--- src/include/oag_pkg.sv ---
// Shared types and constants of the operand address generator
package oag_pkg;

    localparam int DW            = 16;
    localparam int RAW           = 9;   // Bank bit plus 8-bit location
    localparam int BANK0_LAST    = 255;
    localparam int BANK1_FIRST   = 256;
    localparam int DIRECT_LAST   = 511;
    localparam int DREG_LOCS     = 16;
    localparam int SIMM_W        = 8;
    localparam int NPTR          = 8;   // Pointer registers, four per bank
    localparam int PTR_SEL_W     = 3;
    localparam logic [15:0] RST_WORD  = 16'h0000;
    localparam logic [7:0]  RST_PTR   = 8'h00;
    localparam logic [1:0]  RST_LOOPB = 2'h0;

    // Addressing mode of an operand
    typedef enum logic [3:0] {
        OAG_M_PREGS, OAG_M_HWREGS, OAG_M_DREGS, OAG_M_ACCIND, OAG_M_DIRECT,
        OAG_M_LIMM, OAG_M_SIMM, OAG_M_REGIND, OAG_M_MEMIND_P, OAG_M_MEMIND_D
    } oag_mode_t;

    // Pointer update after an indirect access
    typedef enum logic [1:0] {
        OAG_U_PLAIN, OAG_U_INC, OAG_U_LOOP_DEC, OAG_U_LOOP_INC
    } oag_upd_t;

    // Hardware register targets
    typedef enum logic [2:0] {
        OAG_H_X, OAG_H_Y, OAG_H_PC, OAG_H_STATUS, OAG_H_PROD, OAG_H_EXT,
        OAG_H_ACC, OAG_H_BUS
    } oag_hw_t;

    // Decoded operand request
    typedef struct packed {
        logic       valid;
        oag_mode_t  mode;
        logic [2:0] dst_sel;   // Destination register, first in field
        logic [2:0] src_sel;   // Source register, second in field
        logic       bank;
        oag_upd_t   upd;
        logic [8:0] direct;
        logic [15:0] imm;
        logic       bank_sw_en;
        logic       bank_sw_on;
    } oag_req_t;

    // Data memory access
    typedef struct packed {
        logic        rd;
        logic        wr;
        logic [8:0]  addr;
        logic [15:0] wdata;
    } oag_ram_t;

    // Program memory access
    typedef struct packed {
        logic        rd;
        logic [15:0] addr;
    } oag_pm_t;

    // Operand answer
    typedef struct packed {
        logic        valid;
        logic [15:0] data;
        logic        reg_wr;
        logic [2:0]  reg_dst;
        logic        hw_valid;
        oag_hw_t     hw_dst;
        oag_hw_t     hw_src;
        logic        bank_sw;
    } oag_rsp_t;

endpackage
--- src/design/oag_core.sv ---
// Operand addressing-mode decoder and address generator
module oag_core (
    input  wire logic              mclk,      // 20 MHz core clock
    input  wire logic              rstn,      // Synchronous reset, active low
    input  wire oag_pkg::oag_req_t req,       // Decoded operand request
    input  wire logic [15:0]       acc,       // Accumulator contents
    input  wire logic [1:0]        status_word_dp, // Status bits selecting data page
    input  wire logic [1:0]        loop_bits, // Loop window size
    input  wire logic [15:0]       ram_rdata, // Data RAM read word
    input  wire logic [15:0]       pm_rdata,  // Program memory read word
    output oag_pkg::oag_ram_t      ram,       // Data RAM access
    output oag_pkg::oag_pm_t       pm,        // Program memory access
    output oag_pkg::oag_rsp_t      rsp,       // Operand answer
    output logic                   busy       // Multi-cycle access under way
);
    typedef enum logic [2:0] {
        OAG_S_IDLE, OAG_S_RAM, OAG_S_PMEM, OAG_S_PRD, OAG_S_WB
    } oag_state_t;

    typedef struct packed {
        oag_state_t          st;
        logic [7:0][7:0]     ptr;
        logic [2:0]          cur_ptr;
        logic                use_ptr;
        logic [8:0]          ind_addr;
        logic [15:0]         pm_addr;
        logic [2:0]          dst;
        oag_pkg::oag_upd_t   upd;
        oag_pkg::oag_ram_t   ram;
        oag_pkg::oag_pm_t    pm;
        oag_pkg::oag_rsp_t   rsp;
        logic                busy;
    } oag_core_state_t;

    oag_core_state_t st_ff;
    oag_core_state_t nxt_st;
    logic [7:0]      upd_ptr;
    logic [2:0]      psel;

    assign psel = {req.bank, req.src_sel[1:0]};

    oag_ptr_update u_upd (
        .ptr       (st_ff.ptr[st_ff.cur_ptr]),
        .upd       (st_ff.upd),
        .loop_bits (loop_bits),
        .nxt_ptr   (upd_ptr)
    );

    always_comb begin
        nxt_st = st_ff;
        nxt_st.ram.rd = 1'b0;
        nxt_st.ram.wr = 1'b0;
        nxt_st.pm.rd = 1'b0;
        nxt_st.rsp.valid = 1'b0;
        nxt_st.rsp.reg_wr = 1'b0;
        nxt_st.rsp.hw_valid = 1'b0;
        unique case (st_ff.st)
            OAG_S_IDLE: begin
                nxt_st.busy = 1'b0;
                if (req.valid) begin
                    nxt_st.dst = req.dst_sel;
                    nxt_st.rsp.reg_dst = req.dst_sel;
                    nxt_st.rsp.bank_sw = req.bank_sw_en & req.bank_sw_on;
                    nxt_st.upd = req.upd;
                    nxt_st.use_ptr = 1'b0;
                    nxt_st.cur_ptr = psel;
                    unique case (req.mode)
                        oag_pkg::OAG_M_PREGS: begin
                            nxt_st.rsp.data = {8'h00, st_ff.ptr[psel]};
                            nxt_st.rsp.reg_wr = 1'b1;
                            nxt_st.rsp.valid = 1'b1;
                        end
                        oag_pkg::OAG_M_HWREGS: begin
                            nxt_st.rsp.hw_dst = oag_pkg::oag_hw_t'(req.dst_sel);
                            nxt_st.rsp.hw_src = oag_pkg::oag_hw_t'(req.src_sel);
                            nxt_st.rsp.hw_valid = 1'b1;
                            nxt_st.rsp.valid = 1'b1;
                        end
                        oag_pkg::OAG_M_DREGS: begin
                            nxt_st.ram.addr = {req.bank, 4'h0,
                                               status_word_dp, req.src_sel[1:0]};
                            nxt_st.ram.rd = 1'b1;
                            nxt_st.st = OAG_S_RAM;
                            nxt_st.busy = 1'b1;
                        end
                        oag_pkg::OAG_M_ACCIND: begin
                            nxt_st.pm.addr = acc;
                            nxt_st.pm.rd = 1'b1;
                            nxt_st.st = OAG_S_PRD;
                            nxt_st.busy = 1'b1;
                        end
                        oag_pkg::OAG_M_DIRECT: begin
                            // Bit 8 of the absolute address is the bank
                            nxt_st.ram.addr = req.direct;
                            nxt_st.ram.wr = req.dst_sel == 3'(oag_pkg::OAG_H_ACC) ? 1'b0 : 1'b1;
                            nxt_st.ram.rd = ~nxt_st.ram.wr;
                            nxt_st.ram.wdata = acc;
                            nxt_st.st = nxt_st.ram.rd ? OAG_S_RAM : OAG_S_IDLE;
                            nxt_st.rsp.valid = nxt_st.ram.wr;
                            nxt_st.busy = nxt_st.ram.rd;
                        end
                        oag_pkg::OAG_M_LIMM: begin
                            nxt_st.rsp.data = req.imm;
                            nxt_st.rsp.reg_wr = 1'b1;
                            nxt_st.rsp.valid = 1'b1;
                        end
                        oag_pkg::OAG_M_SIMM: begin
                            nxt_st.rsp.data = {8'h00, req.imm[7:0]};
                            nxt_st.ptr[{req.bank, req.dst_sel[1:0]}] = req.imm[7:0];
                            nxt_st.rsp.valid = 1'b1;
                        end
                        oag_pkg::OAG_M_REGIND: begin
                            nxt_st.ram.addr = {req.bank, st_ff.ptr[psel]};
                            nxt_st.ram.rd = 1'b1;
                            nxt_st.use_ptr = 1'b1;
                            nxt_st.st = OAG_S_RAM;
                            nxt_st.busy = 1'b1;
                        end
                        oag_pkg::OAG_M_MEMIND_P: begin
                            nxt_st.ind_addr = {req.bank, st_ff.ptr[psel]};
                            nxt_st.ram.addr = {req.bank, st_ff.ptr[psel]};
                            nxt_st.ram.rd = 1'b1;
                            nxt_st.use_ptr = 1'b1;
                            nxt_st.st = OAG_S_PMEM;
                            nxt_st.busy = 1'b1;
                        end
                        oag_pkg::OAG_M_MEMIND_D: begin
                            // Data register picks the RAM word, single indirection only
                            nxt_st.ind_addr = {req.bank, 4'h0, status_word_dp,
                                               req.src_sel[1:0]};
                            nxt_st.ram.addr = nxt_st.ind_addr;
                            nxt_st.ram.rd = 1'b1;
                            nxt_st.upd = oag_pkg::OAG_U_PLAIN;
                            nxt_st.st = OAG_S_PMEM;
                            nxt_st.busy = 1'b1;
                        end
                        default: nxt_st.busy = 1'b0;
                    endcase
                end
            end
            OAG_S_RAM: begin
                nxt_st.rsp.data = ram_rdata;
                nxt_st.rsp.reg_wr = 1'b1;
                nxt_st.rsp.valid = 1'b1;
                nxt_st.st = st_ff.use_ptr ? OAG_S_WB : OAG_S_IDLE;
                nxt_st.busy = st_ff.use_ptr;
            end
            OAG_S_PMEM: begin
                nxt_st.pm.addr = ram_rdata;
                nxt_st.pm.rd = 1'b1;
                nxt_st.ram.addr = st_ff.ind_addr;
                nxt_st.ram.wdata = ram_rdata + 16'h0001;
                nxt_st.ram.wr = 1'b1;
                nxt_st.st = OAG_S_PRD;
            end
            OAG_S_PRD: begin
                nxt_st.rsp.data = pm_rdata;
                nxt_st.rsp.reg_wr = 1'b1;
                nxt_st.rsp.valid = 1'b1;
                nxt_st.st = st_ff.use_ptr ? OAG_S_WB : OAG_S_IDLE;
                nxt_st.busy = st_ff.use_ptr;
            end
            OAG_S_WB: begin
                // Write-back after the access so the next operand sees it
                nxt_st.ptr[st_ff.cur_ptr] = upd_ptr;
                nxt_st.st = OAG_S_IDLE;
                nxt_st.busy = 1'b0;
            end
            default: nxt_st.st = OAG_S_IDLE;
        endcase
    end

    always_ff @(posedge mclk) begin
        if (!rstn) begin
            st_ff <= '0;
            st_ff.st <= OAG_S_IDLE;
        end else begin
            st_ff <= nxt_st;
        end
    end

    assign ram  = st_ff.ram;
    assign pm   = st_ff.pm;
    assign rsp  = st_ff.rsp;
    assign busy = st_ff.busy;
endmodule

--- src/design/oag_ptr_update.sv ---
// Next pointer value for the four indirect update variants
module oag_ptr_update (
    input  wire logic [7:0]       ptr,      // Current pointer
    input  wire oag_pkg::oag_upd_t upd,     // Update variant
    input  wire logic [1:0]       loop_bits,// Loop size, 2**n locations, at least 4
    output logic [7:0]            nxt_ptr   // Updated pointer
);
    logic [7:0] mask;
    logic [7:0] step;

    always_comb begin
        mask = 8'(({8'h00, 8'h01} << loop_bits) - 8'h01) | 8'h03;
        unique case (upd)
            oag_pkg::OAG_U_PLAIN:    step = ptr;
            oag_pkg::OAG_U_INC:      step = ptr + 8'h01;
            // Loop variants wrap inside a window so buffers cycle without a test
            oag_pkg::OAG_U_LOOP_DEC: step = (ptr & ~mask) | ((ptr - 8'h01) & mask);
            oag_pkg::OAG_U_LOOP_INC: step = (ptr & ~mask) | ((ptr + 8'h01) & mask);
        endcase
        nxt_ptr = step;
    end
endmodule

--- config.mk ---
export PLATFORM = sky130hd
export DESIGN_NAME = oag_core
export DESIGN_NICKNAME = d
export VERILOG_FILES = /design/src/include/oag_pkg.sv /design/src/design/oag_core.sv /design/src/design/oag_ptr_update.sv
export SDC_FILE = /design/constraint.sdc
export NUM_CORES = 1
export LEC_CHECK = 0
export ABC_AREA = 1
export BUFFER_PORTS_ARGS = -buffer_cell sky130_fd_sc_hd__buf_2
export CAP_MARGIN = 20
export CORE_MARGIN = 4
export CORE_UTILIZATION = 61
export DETAILED_ROUTE_END_ITERATION = 16
export MAX_ROUTING_LAYER = met4
export PLACE_DENSITY_LB_ADDON = 0.1
export REMOVE_ABC_BUFFERS = 1
export SLEW_MARGIN = 20
export SYNTH_ARGS = -nofsm -noshare
export SYNTH_HDL_FRONTEND = slang
export SYNTH_SLANG_ARGS = --single-unit
--- constraint.sdc ---
create_clock -name mclk -period 4.35 [get_ports mclk]
set_clock_uncertainty 0.05 [all_clocks]
set_input_delay 0.6525 -clock mclk [delete_from_list [all_inputs] [get_ports mclk]]
set_output_delay 0.6525 -clock mclk [all_outputs]
set_load 0.02 [all_outputs]
Word level (Yosys, flattened, before mapping):

Index checks and enable logic that the tools add are counted.

* mux-type cells: 36
* bitwise operators: 7
* shift operators: 1
* reductions and logical operators: 29
* add/subtract/negate cells: 4
* order comparisons: 5
* equal/unequal tests: 24

Operators with widths (number)
* $bwmux 64: 2
* $pmux 64 s2: 1
* $pmux 43 s2: 1
* $mux 80: 1
* $mux 73: 1
* $mux 64: 1
* $pmux 18 s3: 1
* $bmux 8 s3: 2
* $demux 8 s3: 2
* $pmux 16 s3: 1
* $mux 8: 4
* $pmux 8 s4: 1
* $pmux 9 s3: 1
* $and 8x8->8: 3
* $reduce_and 3->1: 8
* $pmux 9 s2: 1
* $mux 17: 1
* $add 16x1->16 const B: 1
* $eq 4x3->1 const B: 4
* $mux 16: 1
* $or 8x8->8: 2
* $sub 8x1->8 const B: 2
* $lt 3x4->1 const B: 3
* $pmux 3 s4: 1
* 35 further kinds: 60

* register bits after elaboration: 156
* logic and storage cells: 134
* output and inout bits: 74
* input bits: 95

Longest topological paths before layout:

Gate-level depths: netlist (run 1).

* depth after elaboration: 8
* depth in mapped cells: 17

Hierarchy:

A second synthesis (run 1) with hierarchy kept.

* cell total of the unflattened synthesis: 1682
* area, all modules: 10069.7 um^2

By module, submodules not included
* oag_core: cells each 1620, times used 1, area each 9768.1 um^2, sequential area each 3123.0 um^2
* oag_ptr_update: cells each 62, times used 1, area each 301.5 um^2, sequential area each 0.0 um^2

Worst setup path after synthesis (run 1):

No wires, ideal clock.

* kind: register -> register
* start: reg st_ff[106] (netlist bit)
* end: reg st_ff[142] (netlist bit)
* path slack: 2.202 ns
* path buffers: 2
* period minus slack after synthesis: 2.148 ns
* data arrival time: 2.028 ns
* cell stages (with the launch flop): 15
* required time: 4.230 ns
* cells stage by stage: dfxtp_1 > buf_4 > inv_2 > buf_4 > nand2_1 > nand2_1 > nand2_1 > nand2_1 > inv_1 > ha_1 > o21a_1 > a41oi_1 > xor2_1 > nand2_1 > a21oi_1

* longest elaborated chain between the ends: 8

Ends and longest elaborated chain
* start: declaration: RTL line oag_core.sv:35 `oag_core_state_t st_ff;`
* start signal: assignment: RTL line oag_core.sv:178 `st_ff <= nxt_st;`
* $bmux 8 s3: RTL line oag_core.sv:43 `.ptr (st_ff.ptr[st_ff.cur_ptr]),`
* $mux 8 (not written as such): RTL line oag_core.sv:43
* $add 8x1->8 or $sub 8x1->8 (tied branches): RTL line oag_ptr_update.sv:15, oag_ptr_update.sv:18, oag_ptr_update.sv:17
* $and 8x8->8 (on tied branches): RTL line oag_ptr_update.sv:18, oag_ptr_update.sv:17
* $or 8x8->8 (on tied branches): RTL line oag_ptr_update.sv:18, oag_ptr_update.sv:17
* $pmux 8 s4: RTL line oag_ptr_update.sv:13 `unique case (upd)`
* $bwmux 64 *: RTL line oag_core.sv:165 `nxt_st.ptr[st_ff.cur_ptr] = upd_ptr;`
* $pmux 64 s2 *: RTL line oag_core.sv:57 `unique case (st_ff.st)`

Every way passes the cells marked *; elsewhere a longest branch is shown, timed or not. The select of a mux whose other input is x is not followed.
A chain may end at the register's enable or synchronous reset.

Worst setup path after layout (run 1):

* start: reg st_ff[106] (netlist bit)
* end: reg st_ff[129] (netlist bit)

The elaborated chain is that of the path after synthesis.

==> results of run 1 <==
==> stage by stage <==
step | worst slack, ns | hold slack [ns] | std cells
2_1_floorplan | 1.375 | 0.3849 | 1321
6_report | 1.323 | 0.3996 | 1742
3_5_place_dp | 1.202 | 0.4005 | 1709
5_1_grt | 1.167 | 0.4331 | 1742
3_3_place_gp | 1.326 | 0.3963 | 1709
4_1_cts | 1.499 | 0.3942 | 1741
==> worst max-delay path, stage by stage, from the launching register on <==
cell	delay, ns
dfxtp_1	0.82
inv_2	0.27
nor2_2	0.24
nand3_1	0.10
nand2_1	0.14
nor2_2	0.08
inv_2	0.05
nand3_1	0.12
nor2_4	0.17
nand3_1	0.50
nand3_1	0.29
a21oi_1	0.08
==> placed cells by master, fill, tap and decap left out, types with 4 or more instances in the layout <==
cell and instances:
a211oi_1 6, a21oi_1 223, a221oi_1 7, a22oi_1 8, a31oi_1 21, a32oi_1 15
and2_1 5, buf_2 168, buf_4 9, clkbuf_16 17, clkinvlp_4 4, dfxtp_1 156
inv_1 85, inv_2 18, inv_6 8, nand2_1 369, nand2_2 8, nand3_1 95
nand4_1 7, nor2_1 91, nor2_2 7, nor2_4 12, nor3_1 7, o211ai_1 14
o21ai_0 128, o22ai_1 5
==> power groups by stage <==
stage	Sequential (W)	Combinational, W	Clock, W
final	0.00153	0.000634	0.00143
after floorplan	0.00161	0.000289	0
after global routing	0.00154	0.000680	0.00150
after detailed placement	0.00156	0.000611	0
after CTS	0.00153	0.000615	0.00143
after global placement	0.00156	0.000605	0
==> logic make-up (layout without fill, tap and decap cells) <==
| logic type | after synthesis | count (layout) | synth area share [%] |
|---|---|---|---|
| AND/OR/NAND/NOR | 613 | 613 | 27.89 |
| AO/OA/AOI/OAI | 439 | 439 | 25.22 |
| buffers and inverters | 259 | 317 | 13.85 |
| flip-flops | 156 | 156 | 32.39 |
| adder cells (fa/ha/maj) | 3 | 3 | 0.3894 |
| XOR/XNOR | 2 | 2 | 0.2596 |
| other | 0 | 1 | 0 |
==> flip-flops by register name, indices dropped and copies added, names as in the netlist <==
signal	cells
rsp	29
st_ff	82
ram	27
busy	1
pm	17
==> per-layer routing <==
layer | up-vias | wire length (um) | share of wire (%)
li1 | 4974 | - | -
met1 | 4908 | 13940 | 40
met2 | 791 | 14110 | 41
met3 | 93 | 5463 | 16
met4 | 0 | 979 | 2.8
met5 | - | 0 | 0
==> final cells by class <==
type / count / area [um2]
clock inverter: 13 / 105.1
fill: 1420 / 4858
inverter: 108 / 417.9
timing repair buffer: 177 / 908.4
multi-input combinational: 1057 / 5182
sequential: 156 / 3123
clock buffer: 19 / 452.9
antenna: 1 / 2.502
tap: 211 / 264.0
==> final timing paths <==
check / to / slack [ns] / depth (start not counted)
worst min-delay path: rsp[3] / 0.40 / 3
worst max-delay path: st_ff[129] / 1.32 / 11
worst max register to register: st_ff[129] / 1.32 / 11
worst min register to register: rsp[21] / 0.41 / 2
==> key figures, run 1 <==
Status
  • Outcome: finished clean

Clocking
  • H-tree levels: 4
  • TritonCTS clock tree: yes
  • Post-CTS Hold Buffers: 0
  • Clk pin slew, worst setup/hold paths: 0.06 ns
  • CTS buffer count: 17
  • Root Buffer: clkbuf_16
  • Clk buf depth: 2
  • Clk sinks: 156
  • Post-CTS setup buffers: 0
  • Cts repair resizes: 0
  • Worst-Skew Late Latency: 0.44 ns

Logic synthesis
  • Post-synth top cells: nand2_1 (369), a21oi_1 (223), dfxtp_1 (156)
  • Post-synth ARST share: 0%
  • Post-Syn Instances: between 1000 and 1500
  • Post-Syn Area: 9640 um2
  • Synth Register Bits: approximately 160
  • Top cells by area, synth: dfxtp_1 (32%), nand2_1 (14%), a21oi_1 (12%)
  • Avg Cell Area, Syn: 6.549 um2
  • Unique masters post-synth: 51
  • Sequential share of the synthesized area: 32.39%
  • Top_reg_cell synth: dfxtp_1
  • Most frequent cell after synthesis: nand2_1
  • Post-synth top area share: approximately a third
  • Leading area contributor after synthesis: dfxtp_1
  • Warnings from Yosys: 0
  • Post-synth EDFFs: 0

Worst setup path
  • CP startpoint: st_ff[106]
  • CP Data Required Time: around 4.6 ns
  • Crit Path Category: register to register
  • Worst Path Arrival: 3.29 ns
  • Critical path fanouts, max: 19
  • FF-to-FF Start: st_ff[106]
  • CP endpoint kind: register
  • CP startpoint kind: register

Detailed routing
  • Routed wire per std cell: 19.80 um
  • Router iterations before antenna repair: 6
  • Final WL: between 30 and 40 mm
  • # DRC: 0
  • Vias per cell: 6.180
  • DR vias: 10770
  • Iter 0 DRT Violations: 1420
  • Antenna viol nets, final: 0

Worst hold path
  • Hold WC Path Type: input pin to register
  • Worst hold path startpoint: req[32]

Power
  • Clock Power Share: 39.8%
  • Internal power: between 0.002 and 0.0025 W
  • P_sw: 0.001167 W
  • Sw Ratio: 32.38%
  • Seq pwr share: 42.6%
  • Max VDD drop: 0.3297 mV
  • Comb power frac: 17.6%
  • PwrDens: about 340 nW/um2
  • Power Total: 0.003603 W
  • Pleak: 4.596 nW

Layout
  • Layout Area Growth over Synthesis: 8.462%
  • Total Nets Final: between 1500 and 2000
  • Final design utilization: 68.28%
  • Post-route cell area: ~10000 um2
  • Share of cells above drive strength 1: 17.78%

GRT
  • GRT met1 Usage: 54.56%
  • Largest net degree at the start of global routing: 55
  • Met3 Resource Use GR: around an eighth
  • Top Usage Layer GRT: met1
  • Vias in the first global route: ~9400
  • Total GRT Usage: 38.34%
  • Global-route wire length before repair: between 50 and 60 mm
  • Initial antenna violation count: 1
  • Met2 usage: between 50% and 60%
  • GRT overflow: 0

Placed design
  • Buffers on Ports: 168
  • Dpl cell area: 9896 um2
  • RD Place Congestion: between 1 and 1.5
  • Post-DP HPWL: approximately 24 mm

Run
  • Max Cap Viol: 0

Timing
  • Slew @ Worst Pin: around 1.0 ns
  • Final setup TNS: 0 ns
  • Fin. max-slew vios: 0
  • Setup violations, final: 0
  • Final Hold Fails: 0
  • Post-route minimum period: 3.027 ns
  • Rel. slew slack: 30.51%
  • Fmax: 0.3304 GHz
  • Crit share post-route: around 70%
  • RSZ-0062 raised after global routing: no

Floorplanning
  • Row count: 45
  • Starting Density: 62.95%
  • I/O Pins: 169
  • Chip Width: 133.7 um
  • Core ar.: 15310 um2
  • Die area: around 18000 um2
  • Die height: between 100 and 150 um
Note: power is estimated with default switching activity, not from simulation.
==> run 2, diff against run 1 <==
--- a/config.mk
+++ b/config.mk
@@ -9,7 +9,7 @@
 export BUFFER_PORTS_ARGS = -buffer_cell sky130_fd_sc_hd__buf_2
 export CAP_MARGIN = 20
 export CORE_MARGIN = 4
-export CORE_UTILIZATION = 61
+export CORE_UTILIZATION = 52
 export DETAILED_ROUTE_END_ITERATION = 16
 export MAX_ROUTING_LAYER = met4
 export PLACE_DENSITY_LB_ADDON = 0.1
==> constraint.sdc (replaced) <==
create_clock -name mclk -period 2.75 [get_ports mclk]
set_clock_uncertainty 0.05 [all_clocks]
set_input_delay 0.4125 -clock mclk [delete_from_list [all_inputs] [get_ports mclk]]
set_output_delay 0.4125 -clock mclk [all_outputs]
set_load 0.02 [all_outputs]
==> key figures, run 2 (synthesized netlist as in run 1, its figures left out) <==
Status
  • Outcome: finished clean

Layout
  • Final Non-Filler Cells: 1792
  • Register name with the most flops: st_ff
  • Layout Area Growth over Synthesis: 12.56%
  • # fillers: 1810
  • Most common cell after layout, fill and taps aside: nand2_1
  • Most frequent cells in the layout: nand2_1 (369), a21oi_1 (223), buf_2 (168), dfxtp_1 (155), o21ai_0 (128)
  • Max FFs per register: 82
  • Share of cells above drive strength 1: 19.45%
  • Final design utilization: 60.00%
  • Ant. Diodes: 0
  • Total Nets Final: 1648

Timing
  • Final Hold Fails: 0
  • Post-route minimum period: 2.534 ns
  • Slew @ Worst Pin: 0.8894 ns
  • Worst hold slack: between 0.15 and 0.2 ns
  • RSZ-0062 raised after global routing: no
  • Rel. slew slack: 40.71%
  • Fmax: about 0.39 GHz
  • Fin. max-slew vios: 0
  • Crit share post-route: 92.14%
  • Slack of the critical path: 0.2162 ns
  • Setup violations, final: 0

GRT
  • Largest net degree at the start of global routing: 103
  • Vias in the first global route: 9450
  • GRT overflow: 0
  • Global-route wire length before repair: 52.73 mm
  • Total GRT Usage: 33.69%
  • Initial antenna violation count: 0

Floorplanning
  • I/O Pins: 169
  • Die height: 144.2 um
  • Starting Density: 53.30%
  • Die area: 20780 um2
  • Core ar.: 18090 um2
  • Row count: just under 50
  • Chip Width: about 140 um

Clocking
  • Clk buf depth: 2
  • Post-CTS Hold Buffers: 0
  • Clk sinks: about 160
  • Clk pin slew, worst setup/hold paths: ~0.070 ns
  • TritonCTS clock tree: yes
  • H-tree levels: 4
  • Worst-Skew Late Latency: 0.44 ns
  • Root Buffer: clkbuf_16
  • CTS buffer count: 17

Placed design
  • Buffers on Ports: between 150 and 200
  • RD Place Congestion: 0.9611
  • Inst Count DP: 1759
  • Setup slack at placement: 0.3058 ns
  • Post-DP HPWL: roughly 25 mm

Worst hold path
  • Hold WC Path Type: input pin to register
  • Worst hold path startpoint: req[32]

Detailed routing
  • Top Layer Used: met4
  • Routed wire per std cell: 19.55 um
  • Final WL: 35.03 mm
  • # DRC: 0
  • Met3 WL: 3.511 mm
  • Iter 0 DRT Violations: around 1100
  • Router iterations before antenna repair: 5
  • Met1 Wirelength: 14.77 mm
  • Antenna viol nets, final: 0
  • DR vias: between 10000 and 15000
  • Vias per cell: between 5 and 6
  • Met2 WL post-DR: 15.58 mm

Worst setup path
  • Crit Path Category: register to register
  • FF-to-FF Start: st_ff[106]
  • CP startpoint: st_ff[106]
  • CP Data Required Time: 3.06 ns
  • Critical path fanouts, max: 12
  • CP startpoint kind: register
  • CP endpoint kind: register
  • Worst Path Arrival: 2.84 ns

Power
  • Pleak: 4.820 nW
  • Power Total: 0.006107 W
  • PwrDens: 562.8 nW/um2
  • Max VDD drop: 0.3829 mV

Run
  • Max Cap Viol: 0
run 2: changes by cell type in the layout (fill, tap and decap cells not counted), sizes merged, moves of 2 or more:
cell and change:
clkbuf +3, clkinvlp -2, clkinv -2, inv -2, bufinv +4, buf +32
run 2: path summary, 6_finish.rpt:
path / endpoint / slack (ns) / cells past startpoint
max: st_ff[115] / 0.22 / 12
max reg2reg: st_ff[115] / 0.22 / 12
min reg2reg: rsp[24] / 0.41 / 2
min: rsp[3] / 0.16 / 3
run 2: final cells by class:
cell class	count	area [um2]	area share, %
Clock buffer	21	460.4	4.243
Clock inverter	11	178.9	1.649
Inverter	108	420.4	3.874
Multi-Input combinational cell	1057	5182	47.76
Sequential cell	156	3124	28.79
Tap cell	229	286.5	2.640
Timing Repair Buffer	210	1199	11.05
run 2: stage by stage:
stage | TNS, ns | area (um2)
6_report | 0 | 10850
5_1_grt | 0 | 10850
4_1_cts | 0 | 10820
3_5_place_dp | 0 | 10180
3_3_place_gp | 0 | 10180
2_1_floorplan | -2.114 | 8723
run 2: critical path, cell delays in order, from the launching register on:
cell	delay (ns)
dfxtp_1	0.59
inv_2	0.24
nor2_2	0.28
nand3_1	0.14
nand2_1	0.11
nor2_2	0.07
inv_2	0.05
nand3_1	0.11
nor2_4	0.16
nand4_1	0.11
nand2_2	0.28
nand2_1	0.10
a21oi_1	0.16
run 2: timing repair:
action                     CTS  global route
setup endpoints to repair    0             3
setup buffers                0             0
gates resized for setup      0             3
run 2: power by group:
group          internal (W)  switching, W
clock network       0.00159       0.00105
registers           0.00235     0.0000682
logic              0.000315      0.000739
run 2: metal layers:
layer / track usage (%) / vias to the layer above
met5: - / -
met4: 13.01 / 0
met3: 6.911 / 67
met2: 50.96 / 565
met1: 44.45 / 4858
li1: - / 5043
==> run 3, diff against run 2 <==
--- a/config.mk
+++ b/config.mk
@@ -6,7 +6,8 @@
 export NUM_CORES = 1
 export LEC_CHECK = 0
 export ABC_AREA = 1
-export BUFFER_PORTS_ARGS = -buffer_cell sky130_fd_sc_hd__buf_2
+export ABC_CLOCK_PERIOD_IN_PS = 2750
+export BUFFER_PORTS_ARGS = -buffer_cell sky130_fd_sc_hd__buf_4
 export CAP_MARGIN = 20
 export CORE_MARGIN = 4
 export CORE_UTILIZATION = 52
==> key figures, run 3 (synthesized netlist as in run 1, its figures left out) <==
Power
  • Power Total: a little under 0.006 W
  • Sw Ratio: 30.82%
  • Clock Power Share: 39.4%
  • Pleak: 4.881 nW
  • Internal power: 0.004047 W
  • P_sw: 0.001803 W
  • Comb power frac: 19.2%
  • Seq pwr share: 41.4%
  • Max VDD drop: around 0.47 mV
  • PwrDens: 522.4 nW/um2

Layout
  • Post-route cell area: 11200 um2
  • Most frequent cells in the layout: nand2_1 (369), a21oi_1 (223), buf_4 (212), dfxtp_1 (156), o21ai_0 (128)
  • Layout Area Growth over Synthesis: 16.16%
  • Share of cells above drive strength 1: 19.57%
  • Register name with the most flops: st_ff
  • Total Nets Final: 1652
  • Ant. Diodes: 0
  • Final Non-Filler Cells: 1793
  • Max FFs per register: 82
  • Most common cell after layout, fill and taps aside: nand2_1

Detailed routing
  • Final WL: 35.56 mm
  • Antenna viol nets, final: 0
  • # DRC: 0
  • DR vias: 10640
  • Vias per cell: ~5.9
  • Router iterations before antenna repair: 8
  • Iter 0 DRT Violations: 1177
  • Routed wire per std cell: between 15 and 20 um

Worst setup path
  • Register-to-Register Path Depth: 14
  • FF-to-FF Start: st_ff[106]
  • FF-to-FF End: st_ff[142]
  • Crit Path Category: register to register
  • CP Data Required Time: 3.07 ns
  • Flop-to-flop setup slack: 0.30 ns
  • CP startpoint kind: register
  • Critical path fanouts, max: 13
  • Worst Path Arrival: 2.76 ns
  • CP endpoint kind: register
  • CP startpoint: st_ff[106]

Clocking
  • Clk buf depth: 2
  • Post-CTS Hold Buffers: 0
  • Clk pin slew, worst setup/hold paths: roughly 0.060 ns
  • Root Buffer: clkbuf_16
  • TritonCTS clock tree: yes
  • H-tree levels: 4
  • Cts repair resizes: 0
  • Clk sinks: roughly 160
  • CTS buffer count: 17
  • Worst-Skew Late Latency: ~0.44 ns
  • Post-CTS setup buffers: 0

Timing
  • Fmax: roughly 0.4 GHz
  • Fin. max-slew vios: 0
  • Rel. slew slack: around 53%
  • Slew @ Worst Pin: 0.6943 ns
  • Final Hold Fails: 0
  • RSZ-0062 raised after global routing: no
  • Worst hold slack: about 0.16 ns
  • Post-route minimum period: 2.445 ns
  • Crit share post-route: between 80% and 90%
  • Setup violations, final: 0

Placed design
  • Dpl cell area: 10640 um2
  • Post-DP HPWL: 25.43 mm
  • RD Place Congestion: 1.075
  • Buffers on Ports: 168
  • Inst Count DP: 1764

Run
  • Max Cap Viol: 0

Floorplanning
  • Chip Width: between 100 and 150 um
  • Die height: approximately 140 um
  • Core ar.: 18090 um2
  • Die area: 20780 um2
  • Starting Density: 53.30%
  • I/O Pins: 169
  • Row count: a little under 50

GRT
  • GRT overflow: 0
  • Largest net degree at the start of global routing: 103
  • Vias in the first global route: 9833
  • Global-route wire length before repair: between 50 and 60 mm
  • Total GRT Usage: ~34%
  • Initial antenna violation count: 0

Worst hold path
  • Hold path depth: 3
  • Worst hold path startpoint: req[32]
  • Hold Path Sink: rsp[3]
  • Hold WC Path Type: input pin to register

Status
  • Outcome: finished clean
==> run 3: how the worst max path moves through the flow <==
stage | end | cells after the start
after floorplan | st_ff[142] | 15
after global routing | st_ff[142] | 14
after global placement | rsp[15] | 11
after CTS | st_ff[166] | 14
final | st_ff[142] | 14
after detailed placement | st_ff[142] | 14
==> run 3: power by group through the flow <==
| stage | Sequential [W] | Clock [W] | Combinational (W) |
|---|---|---|---|
| floorplan | 0.00255 | 0 | 0.000458 |
| global placement | 0.00247 | 0 | 0.00110 |
| detailed placement | 0.00247 | 0 | 0.00110 |
| CTS | 0.00242 | 0.00231 | 0.00111 |
| global route | 0.00243 | 0.00239 | 0.00121 |
| finish | 0.00242 | 0.00230 | 0.00113 |
==> run 3: stage by stage <==
stage | setup WS [ns] | setup TNS, ns | utilization [%]
floorplan | -0.2255 | -2.114 | -
global placement | 0.3834 | 0 | 58.84
detailed placement | 0.3220 | 0 | 58.84
CTS | 0.3202 | 0 | 61.92
global route | 0.02923 | 0 | 61.92
finish | 0.3046 | 0 | 61.92
==> run 3: per-layer routing <==
layer | share of wire [%] | routed length [um] | GRT usage (%) | vias to the layer above
li1 | - | - | - | 5055
met1 | 39 | 13900 | 43.14 | 4859
met2 | 45 | 16000 | 52.82 | 626
met3 | 11 | 3932 | 6.779 | 95
met4 | 4.8 | 1724 | 16.40 | 0
met5 | 0 | 0 | - | -
==> run 3: cell type report <==
class	count	area [um2]
Fill cell	1740	6888
Multi-Input combinational cell	1057	5182
Sequential cell	156	3123
Timing Repair Buffer	214	1632
Clock buffer	20	466.7
Inverter	108	417.9
Tap cell	229	286.5
Clock inverter	9	90.09
==> run 3: worst max-delay path: stages (launching register included) <==
cell and delay [ns]:
dfxtp_1 0.58, inv_2 0.20, nand2_1 0.11, nand2_1 0.05
nand2_1 0.05, nand2_1 0.11, ha_1 0.22, inv_1 0.07
nand2_1 0.05, o21a_1 0.10, a41oi_1 0.18, xor2_1 0.17
buf_4 0.21, nand2_1 0.07, a21oi_1 0.16
